## src/dpm_pkg.sv

```systemverilog
package dpm_pkg;
   // ----------------------------------------
   // operating modes
   // ----------------------------------------
   typedef enum logic [2:0] {
      DPM_MODE_PERIPH = 3'h0,
      DPM_MODE_TEST = 3'h1,
      DPM_MODE_WAITRST = 3'h2,
      DPM_MODE_NORM = 3'h3,
      DPM_MODE_NORM_EMU = 3'h4
   } dpm_mode_t;

   // ----------------------------------------
   // execution states
   // ----------------------------------------
   typedef enum logic [1:0] {
      DPM_RUN = 2'h0,
      DPM_HALT = 2'h1,
      DPM_STEP = 2'h2
   } dpm_exec_t;

   // ----------------------------------------
   // debug event sources
   // ----------------------------------------
   typedef struct packed {
      logic swBreak;
      logic hwBreak;
      logic extTrig;
      logic hostReq;
   } dpm_evt_t;

   localparam int DPM_CNT_W = 32;
   localparam logic [DPM_CNT_W-1:0] DPM_CNT_RST = 32'h0000_0000;
   localparam logic [DPM_CNT_W-1:0] DPM_CNT_ONE = 32'h0000_0001;
   localparam logic [1:0] DPM_SYNC_RST = 2'h0;
endpackage : dpm_pkg
```

## src/dpm_debug_port.sv

```systemverilog
`timescale 1ns/100ps
`default_nettype none
module dpm_debug_port (
   // clock and reset
   input wire logic core_clk,
   input wire logic nrst,
   // jtag pins
   input wire logic tck,
   input wire logic tms,
   input wire logic tdi,
   input wire logic trst,
   output logic tdo,
   output logic tdoOe,
   output logic testClockReturn,
   // emulation pins, enable low drives
   input wire logic emulationPinZeroIn,
   output logic emulationPinZeroOut,
   output logic emulationPinZeroOeN,
   input wire logic emulationPinOneIn,
   output logic emulationPinOneOut,
   output logic emulationPinOneOeN,
   // core side
   input wire dpm_pkg::dpm_evt_t debugEvt,
   input wire logic breakEnable,
   input wire logic attnReq,
   input wire logic runReq,
   input wire logic stepReq,
   input wire logic instrDone,
   input wire logic scanTdo,
   input wire logic releaseReset,
   output logic execEnable,
   output logic cpuDisable,
   output logic holdReset,
   output logic cableActive,
   output logic emuEnabled,
   output logic halted,
   output dpm_pkg::dpm_mode_t mode,
   output logic [dpm_pkg::DPM_CNT_W-1:0] cycleCount,
   output logic tckSync,
   output logic tmsSync,
   output logic tdiSync,
   output logic tckRise
);
   // ----------------------------------------
   // reset release
   // ----------------------------------------
   logic [1:0] rstSync_ff;
   logic rstN;
   always_ff @(posedge core_clk or negedge nrst) begin
      if (!nrst) begin
         rstSync_ff <= dpm_pkg::DPM_SYNC_RST;
      end else begin
         rstSync_ff <= {rstSync_ff[0], 1'b1};
      end
   end
   assign rstN = rstSync_ff[1];

   // ----------------------------------------
   // pin synchronisers
   // ----------------------------------------
   localparam int NSYN = 6;
   logic [NSYN-1:0] synA_ff;
   logic [NSYN-1:0] synB_ff;
   logic [NSYN-1:0] pinsRaw;
   assign pinsRaw = {tck, tms, tdi, trst, emulationPinOneIn, emulationPinZeroIn};
   // no reset: pins are settled when the power-up latch fires
   always_ff @(posedge core_clk) begin
      synA_ff <= pinsRaw;
      synB_ff <= synA_ff;
   end
   logic trstS, emu1S, emu0S;
   assign tckSync = synB_ff[5];
   assign tmsSync = synB_ff[4];
   assign tdiSync = synB_ff[3];
   assign trstS = synB_ff[2];
   assign emu1S = synB_ff[1];
   assign emu0S = synB_ff[0];

   // ----------------------------------------
   // edge detect
   // ----------------------------------------
   logic tckPrev_ff, trstPrev_ff, powerUp_ff;
   always_ff @(posedge core_clk or negedge rstN) begin
      if (!rstN) begin
         tckPrev_ff <= 1'b0;
         trstPrev_ff <= 1'b0;
         powerUp_ff <= 1'b1;
      end else begin
         tckPrev_ff <= tckSync;
         trstPrev_ff <= trstS;
         powerUp_ff <= 1'b0;
      end
   end
   logic trstRise;
   assign tckRise = tckSync & ~tckPrev_ff;
   assign trstRise = trstS & ~trstPrev_ff;

   // ----------------------------------------
   // mode decode and latch
   // ----------------------------------------
   function automatic dpm_pkg::dpm_mode_t decodeMode(input logic t, input logic e1, input logic e0);
      if (t) begin
         decodeMode = dpm_pkg::DPM_MODE_NORM_EMU;
      end else begin
         unique case ({e1, e0})
            2'h0: decodeMode = dpm_pkg::DPM_MODE_PERIPH;
            2'h1: decodeMode = dpm_pkg::DPM_MODE_TEST;
            2'h2: decodeMode = dpm_pkg::DPM_MODE_WAITRST;
            2'h3: decodeMode = dpm_pkg::DPM_MODE_NORM;
         endcase
      end
   endfunction

   dpm_pkg::dpm_mode_t mode_ff, nxt_mode;
   logic latchNow;
   assign latchNow = powerUp_ff | trstRise;
   assign nxt_mode = latchNow ? decodeMode(trstS, emu1S, emu0S) : mode_ff;
   always_ff @(posedge core_clk or negedge rstN) begin
      if (!rstN) begin
         mode_ff <= dpm_pkg::DPM_MODE_NORM;
      end else begin
         mode_ff <= nxt_mode;
      end
   end
   assign mode = mode_ff;

   // ----------------------------------------
   // wait-in-reset hold
   // ----------------------------------------
   logic waitHold_ff, nxt_waitHold;
   // set at the mode latch, cleared once by release; set wins
   assign nxt_waitHold = latchNow ? (nxt_mode == dpm_pkg::DPM_MODE_WAITRST) : (waitHold_ff & ~releaseReset);
   always_ff @(posedge core_clk or negedge rstN) begin
      if (!rstN) begin
         waitHold_ff <= 1'b0;
      end else begin
         waitHold_ff <= nxt_waitHold;
      end
   end

   // ----------------------------------------
   // execution control
   // ----------------------------------------
   dpm_pkg::dpm_exec_t exec_ff, nxt_exec;
   logic breakEvt;
   assign emuEnabled = (mode_ff == dpm_pkg::DPM_MODE_NORM_EMU);
   assign breakEvt = emuEnabled & breakEnable & ((|debugEvt) | attnReq);
   always_comb begin
      nxt_exec = exec_ff;
      unique case (exec_ff)
         dpm_pkg::DPM_RUN: begin
            if (breakEvt) begin
               nxt_exec = dpm_pkg::DPM_HALT;
            end
         end
         dpm_pkg::DPM_HALT: begin
            if (stepReq) begin
               nxt_exec = dpm_pkg::DPM_STEP;
            end else if (runReq) begin
               nxt_exec = dpm_pkg::DPM_RUN;
            end
         end
         dpm_pkg::DPM_STEP: begin
            if (instrDone) begin
               nxt_exec = dpm_pkg::DPM_HALT;
            end
         end
         default: nxt_exec = dpm_pkg::DPM_HALT;
      endcase
      if (!emuEnabled) begin
         nxt_exec = dpm_pkg::DPM_RUN;
      end
   end
   always_ff @(posedge core_clk or negedge rstN) begin
      if (!rstN) begin
         exec_ff <= dpm_pkg::DPM_RUN;
      end else begin
         exec_ff <= nxt_exec;
      end
   end
   assign halted = (exec_ff == dpm_pkg::DPM_HALT);

   // ----------------------------------------
   // core controls
   // ----------------------------------------
   logic periph;
   assign periph = (mode_ff == dpm_pkg::DPM_MODE_PERIPH) | (mode_ff == dpm_pkg::DPM_MODE_TEST);
   assign cpuDisable = periph;
   assign holdReset = waitHold_ff;
   assign cableActive = emuEnabled | (mode_ff == dpm_pkg::DPM_MODE_WAITRST);
   assign execEnable = ~halted & ~periph & ~waitHold_ff;

   // ----------------------------------------
   // cycle counter
   // ----------------------------------------
   logic [dpm_pkg::DPM_CNT_W-1:0] cnt_ff;
   always_ff @(posedge core_clk or negedge rstN) begin
      if (!rstN) begin
         cnt_ff <= dpm_pkg::DPM_CNT_RST;
      end else if (execEnable) begin
         cnt_ff <= cnt_ff + dpm_pkg::DPM_CNT_ONE;
      end
   end
   assign cycleCount = cnt_ff;

   // ----------------------------------------
   // pin outputs
   // ----------------------------------------
   logic tdo_ff, tcr_ff;
   always_ff @(posedge core_clk or negedge rstN) begin
      if (!rstN) begin
         tdo_ff <= 1'b0;
         tcr_ff <= 1'b0;
      end else begin
         tdo_ff <= tckRise ? scanTdo : tdo_ff;
         tcr_ff <= tckSync;
      end
   end
   assign tdo = tdo_ff;
   assign tdoOe = cableActive;
   assign testClockReturn = tcr_ff;
   assign emulationPinZeroOut = halted;
   assign emulationPinOneOut = halted;
   assign emulationPinZeroOeN = ~(emuEnabled & ~trstRise);
   assign emulationPinOneOeN = ~(emuEnabled & ~trstRise);
endmodule // dpm_debug_port
`default_nettype wire

```

## config.mk

```make
export PLATFORM = sky130hd
export DESIGN_NAME = dpm_debug_port
export DESIGN_NICKNAME = d
export VERILOG_FILES = /design/src/dpm_pkg.sv /design/src/dpm_debug_port.sv
export SDC_FILE = /design/constraint.sdc
export NUM_CORES = 1
export LEC_CHECK = 0
export BUFFER_PORTS_ARGS = -buffer_cell sky130_fd_sc_hd__buf_2
export CAP_MARGIN = 20
export CORE_ASPECT_RATIO = 0.5
export CORE_MARGIN = 1
export CORE_UTILIZATION = 50
export CTS_BUF_LIST = sky130_fd_sc_hd__clkbuf_4 sky130_fd_sc_hd__clkbuf_8 sky130_fd_sc_hd__clkbuf_16
export DETAILED_ROUTE_END_ITERATION = 8
export GPL_TIMING_DRIVEN = 0
export HOLD_SLACK_MARGIN = 0.12
export PLACE_DENSITY = 0.78
export SYNTH_ARGS = -nofsm -noshare
export SYNTH_HDL_FRONTEND = slang
export SYNTH_SLANG_ARGS = --single-unit
```

## constraint.sdc

```tcl
create_clock -name core_clk -period 3.1 [get_ports core_clk]
set_input_delay 0.775 -clock core_clk [delete_from_list [all_inputs] [get_ports core_clk]]
set_output_delay 0.775 -clock core_clk [all_outputs]
set_load 0.005 [all_outputs]
```

# Word level (Yosys, flattened, before mapping)
# Cells that the tools add are included.
dict set report word_totals {
  register_bits 56
  latch_bits 0
  mem_bits_rw 0
  mem_bits_ro 0
  input_bits 19
  wordCells 59
  memories 0
}
dict set report op_classes {
  n_addsub 1
  n_mul 0
  div_mod_pow 0
  magnitude_cmp 0
  n_eq_ne 12
  n_shift 0
  n_mux 10
  bitwise 20
  n_reduce_logical 5
}
# cell n
set op_table {}
lappend op_table {{adder 32 x 1 -> 32 bit (second input constant)} 1}
lappend op_table {{one-hot mux 3 bit (4 select lines)} 1}
lappend op_table {{2-to-1 mux 2 bit} 5}
lappend op_table {{AND 1 bit} 8}
lappend op_table {{inverter 1 bit} 8}
lappend op_table {{equality test 2 bit (second input constant)} 3}
lappend op_table {{equality test 3 x 2 -> 1 bit (second input constant)} 2}
lappend op_table {{2-to-1 mux 3 bit} 2}
lappend op_table {{inequality test 3 bit (second input constant)} 2}
lappend op_table {{one-hot mux 2 bit (3 select lines)} 1}
lappend op_table {{equality test 2 x 1 -> 1 bit (second input constant)} 2}
lappend op_table {{zero test 2 bit} 2}
lappend op_table {{inequality test 4 bit (second input constant)} 1}
lappend op_table {{OR 1 bit} 4}
lappend op_table {{OR reduction 4 bit} 1}
lappend op_table {{equality test 3 x 1 -> 1 bit (second input constant)} 1}
lappend op_table {{equality test 3 bit (second input constant)} 1}
lappend op_table {{zero test 3 bit} 1}
lappend op_table {{AND reduction 3 bit} 1}
lappend op_table {{2-to-1 mux 1 bit} 1}

# Logic depth before layout (Yosys ltp)
dict set report logic_depth {
  ltp_word 6
  ltp_mapped 6
  depth_no_buf 4
}

# Worst setup path after synthesis
# No wires, ideal clock.
dict set report synth_path {
  path_type {reg2out}
  start {register mode_ff[2], in the netlist mode[2]}
  end {output emulationPinZeroOeN}
  arrival_time_ns 1.155
  required_ns 2.325
  setup_slack_ns 1.170
  path_stages_with_launch 5
  n_path_buf 1
  path_cell_list {dfrtp_1 inv_1 nor3_1 o21ai_0 buf_4}
}
dict set report synth_between {
  elab_chain_cells 3
}
# element line
set synth_lines {}
lappend synth_lines {{start: declaration} dpm_debug_port.sv:114} ;# dpm_pkg::dpm_mode_t mode_ff, nxt_mode;
lappend synth_lines {{start signal: assignment} dpm_debug_port.sv:120} ;# mode_ff <= dpm_pkg::DPM_MODE_NORM;
lappend synth_lines {{start signal: assignment} dpm_debug_port.sv:122} ;# mode_ff <= nxt_mode;
lappend synth_lines {{equality test 3 bit} dpm_debug_port.sv:146} ;# assign emuEnabled = (mode_ff == dpm_pkg::DPM_MODE_NORM_EMU);
lappend synth_lines {{via emuEnabled} dpm_debug_port.sv:35} ;# output logic emuEnabled,
lappend synth_lines {{AND 1 bit} --}
lappend synth_lines {{inverter 1 bit} --}
lappend synth_lines {{end: declaration} dpm_debug_port.sv:18} ;# output logic emulationPinZeroOeN,
# The timed path passes the listed nets, and every way through them passes these cells.

# Final worst setup path
dict set report layout_path {
  start {register mode_ff[2], in the netlist mode[2]}
  end {output emulationPinZeroOeN}
}
dict set report layout_between {
  elab_chain_cells 3
}
# element line
set layout_lines {}
lappend layout_lines {{equality test 3 bit} dpm_debug_port.sv:146}
lappend layout_lines {{AND 1 bit} dpm_debug_port.sv:224} ;# assign emulationPinZeroOeN = ~(emuEnabled & ~trstRise);
lappend layout_lines {{inverter 1 bit} dpm_debug_port.sv:224}
# Every way passes these cells.

==> impl_results.md <==
- Outcome: complete, no violations
- Power Dens Cells: 550 mW/mm2
- Core Area: 0.00445 mm2
- Worst-Margin Slew: approximately 0.9 ns
- Cell taking the most area after synthesis: dfrtp_1
- Synthesized area per cell: between 10 and 15 um2
- Worst-case clock skew: 0.00911 ns
- Max cap viols: 0
- Final period utilization: 0.757
- Setup TNS: 0 ns
- Hold_buf cts: 0
- Die height: just over 50 um
- Final setup fails: 0
- DRT antenna net count: 0
- DR iter-0 viols: 61
- CP peak stage delay: ~0.43 ns
- Initial antenna violation count: 0
- Cell family with the largest share of critical-path delay: flip-flops
- Seq cells post-synth: 56
- CP endpoint kind: output pin
- CTS Buf Count: 5
- Global-route wire length before repair: 7.27 mm
- RePlAce Congestion: roughly 0.84
- Clock buffer depth: 2
- Clk slew on worst S/H paths: 0.10 ns
- CP bufs+invs: 3
- I/O pin total: between 70 and 80
- Slew margin rel.: 0.407
- Most frequent cells after synthesis: 41 x dfrtp_1, 24 x xor2_1, 17 x nand2_1
- RR Endpoint: cycleCount[30]
- Maximum VDD drop: 263 uV
- Placed instance area: 0.00277 mm2
- Root Driver: clkbuf_8
- Count leader, synth: dfrtp_1
- H-tree Lvls: 2
- Ratio of cells with drive above 1 in the final layout: 0.356
- Fin. max-slew vios: 0
- Distinct cells, synth: 38
- Crit path DAT: about 1.6 ns
- Port bufs: 70
- Rows: 17
- Residual DRC: 0
- Number of iterations in the first detailed-routing pass: 4
- Post-synth EDFFs: 0
- # diodes: 0
- Avg Vias per Cell: 5.15
- CP max stage cell: dfrtp_1
- Post-synth top area share: 0.437
- Worst flop-to-flop path startpoint: mode[1]
- Cells after Synth: around 200
- Async SR Flop Fraction: 0.786
- Die ar.: 0.00499 mm2
- Synthesized area: approximately 0.0023 mm2
- TritonCTS clock tree: done
- Synth Flop Type: dfrtp_1
- WP data required: 2.32 ns
- Lkg Pwr: between 1.5 and 2 nW
- Finished Cell Area: 0.00288 mm2
- Gr usage total: 0.191
- Worst hold path class: input port to asynchronous set/reset pin
- CP Class: flop to output pin
- Via count: about 1,700
- Vias in the first global route: 1,589
- Initial core utilization: 0.528
- Worst Setup EP: emulationPinZeroOeN
- CTS Sinks: 56
- Seq/Total Area, Yosys: 0.573
- Reg2Reg Depth: 6
- Clock insertion delay at the later pin of the skew report: 0.30 ns
- Worst Path Max Fanout: 4
- Final min period: 2.35 ns
- Setup bufs post-CTS: 0
- Final nets: 300
- CTS-repair resized insts: 0
- CP startpoint: mode[2]
- Post-DP HPWL: around 3.2 mm
- CP cell instances: inv_1 -> nor3_1 -> o21ai_0 -> buf_4 -> buf_2
- Die X: 98.9 um
- Core Util, Final: 0.647
- Worst path depth: 5
- P&R area growth vs syn: 22.5%
- WL/cell: 13.1 um
- Final Hold Viols: 0
- Net Count, Synth: around 220
- Syn. warnings: 0
- Unrepaired setup endpoints after global routing: false
- Area contributors post-synth: dfrtp_1 44%, dfxtp_1 10%, xor2_1 9.0%
- CP startpoint kind: flop
- Fmax: between 400 and 500 MHz
- Total global routing overflow: 0
- Largest net degree at the start of global routing: between 40 and 50
- Final WL: 4.42 mm
- Reg-to-reg setup timing slack: 1.12 ns
==> layout make-up <==
cell class / instances / area [um2]
buffer: 11 / 77.6
fill: 361 / 1570
clock buffer: 7 / 101
timing repair buffer: 70 / 350
inverter: 8 / 30.0
clock inverter: 1 / 5.00
multi-input combinational: 128 / 896
sequential: 56 / 1350
tap: 57 / 71.3
==> worst register-to-register path, stage by stage (launching register included) <==
cell	delay (ns)
dfstp_2	0.60
nor2_2	0.08
or4b_4	0.51
buf_6	0.15
buf_8	0.15
nor4_4	0.26
xor2_1	0.17
==> through the flow <==
stage	hold WS, ns	worst slack (ns)	std cells	total power, W
2_1_floorplan	0.310	1.17	203	0.00104
6_report	0.234	0.753	338	0.00158
3_5_place_dp	0.312	1.05	330	0.00116
4_1_cts	0.225	0.711	338	0.00161
3_3_place_gp	0.310	1.06	330	0.00115
5_1_grt	0.215	0.600	338	0.00167
==> logic make-up (layout without fill, tap and decap cells) <==
logic type / Yosys count / after routing / synth area share
buffers and inverters: 19 / 97 / 0.0458
muxes: 2 / 2 / 0.00959
and+or+nand+nor: 79 / 79 / 0.214
DFF: 56 / 56 / 0.573
AOI/OAI and AO/OA: 12 / 12 / 0.0304
adders and majority gates: 1 / 1 / 0.00533
other: 2 / 2 / 0.00320
xor gates and xnor gates: 32 / 32 / 0.119
==> worst min path at each step <==
| stage | endpoint | cells after the start | from |
|---|---|---|---|
| 2_1_floorplan | synB_ff[0] | 0 | synA_ff[0] |
| 3_3_place_gp | synB_ff[1] | 0 | synA_ff[1] |
| 3_5_place_dp | synB_ff[5] | 0 | synA_ff[5] |
| 4_1_cts | rstSync_ff[1] | 1 | nrst |
| 5_1_grt | rstSync_ff[1] | 1 | nrst |
| 6_report | rstSync_ff[1] | 1 | nrst |
==> layout by cell type (no fill, tap or decap), types with 2 or more instances in the layout <==
cell type  netlist  layout
clkbuf_1         2       2
mux2_2           2       2
dfrtp_1         41      40
clkbuf_8         0       5
xor2_1          24      24
dfstp_2          3       3
o21ai_0          6       6
nor2_1           6       6
nand2_1         17      17
and4_1           2       2
xnor2_1          8       8
buf_2            2      72
nor3b_1          2       2
a22o_1           2       2
buf_4            4       4
and3_1           6       6
nor4_4           3       3
nor2b_1          2       2
a21oi_1          2       2
inv_1            8       8
nand4_1          5       5
nor3_1           7       7
nand3_1          7       7
or4_1            2       2
nor4_1          13      13
dfxtp_1         12      12
nor4_2           2       2
conb_1           2       2
==> state kept, by name, indices dropped and copies added (netlist names), 2 cells and up <==
signal,count
cycleCount,32
rstSync_ff,2
exec_ff,2
mode,3
synB_ff,6
synA_ff,6
==> power by group <==
| group | internal, W | switching, W | leakage [nW] |
|---|---|---|---|
| clock | 0.000216 | 0.000225 | 0.0568 |
| sequential | 0.000792 | 0.0000666 | 0.656 |
| combinational | 0.000147 | 0.000135 | 0.799 |
| total | 0.00116 | 0.000427 | 1.51 |
==> routing by layer <==
layer	global-route usage	part of all wire
met5	0	0
met1	0.239	0.47
met3	0.0474	0.040
met2	0.334	0.48
met4	0.0522	0.0084
(Power assumes the default switching activity.)
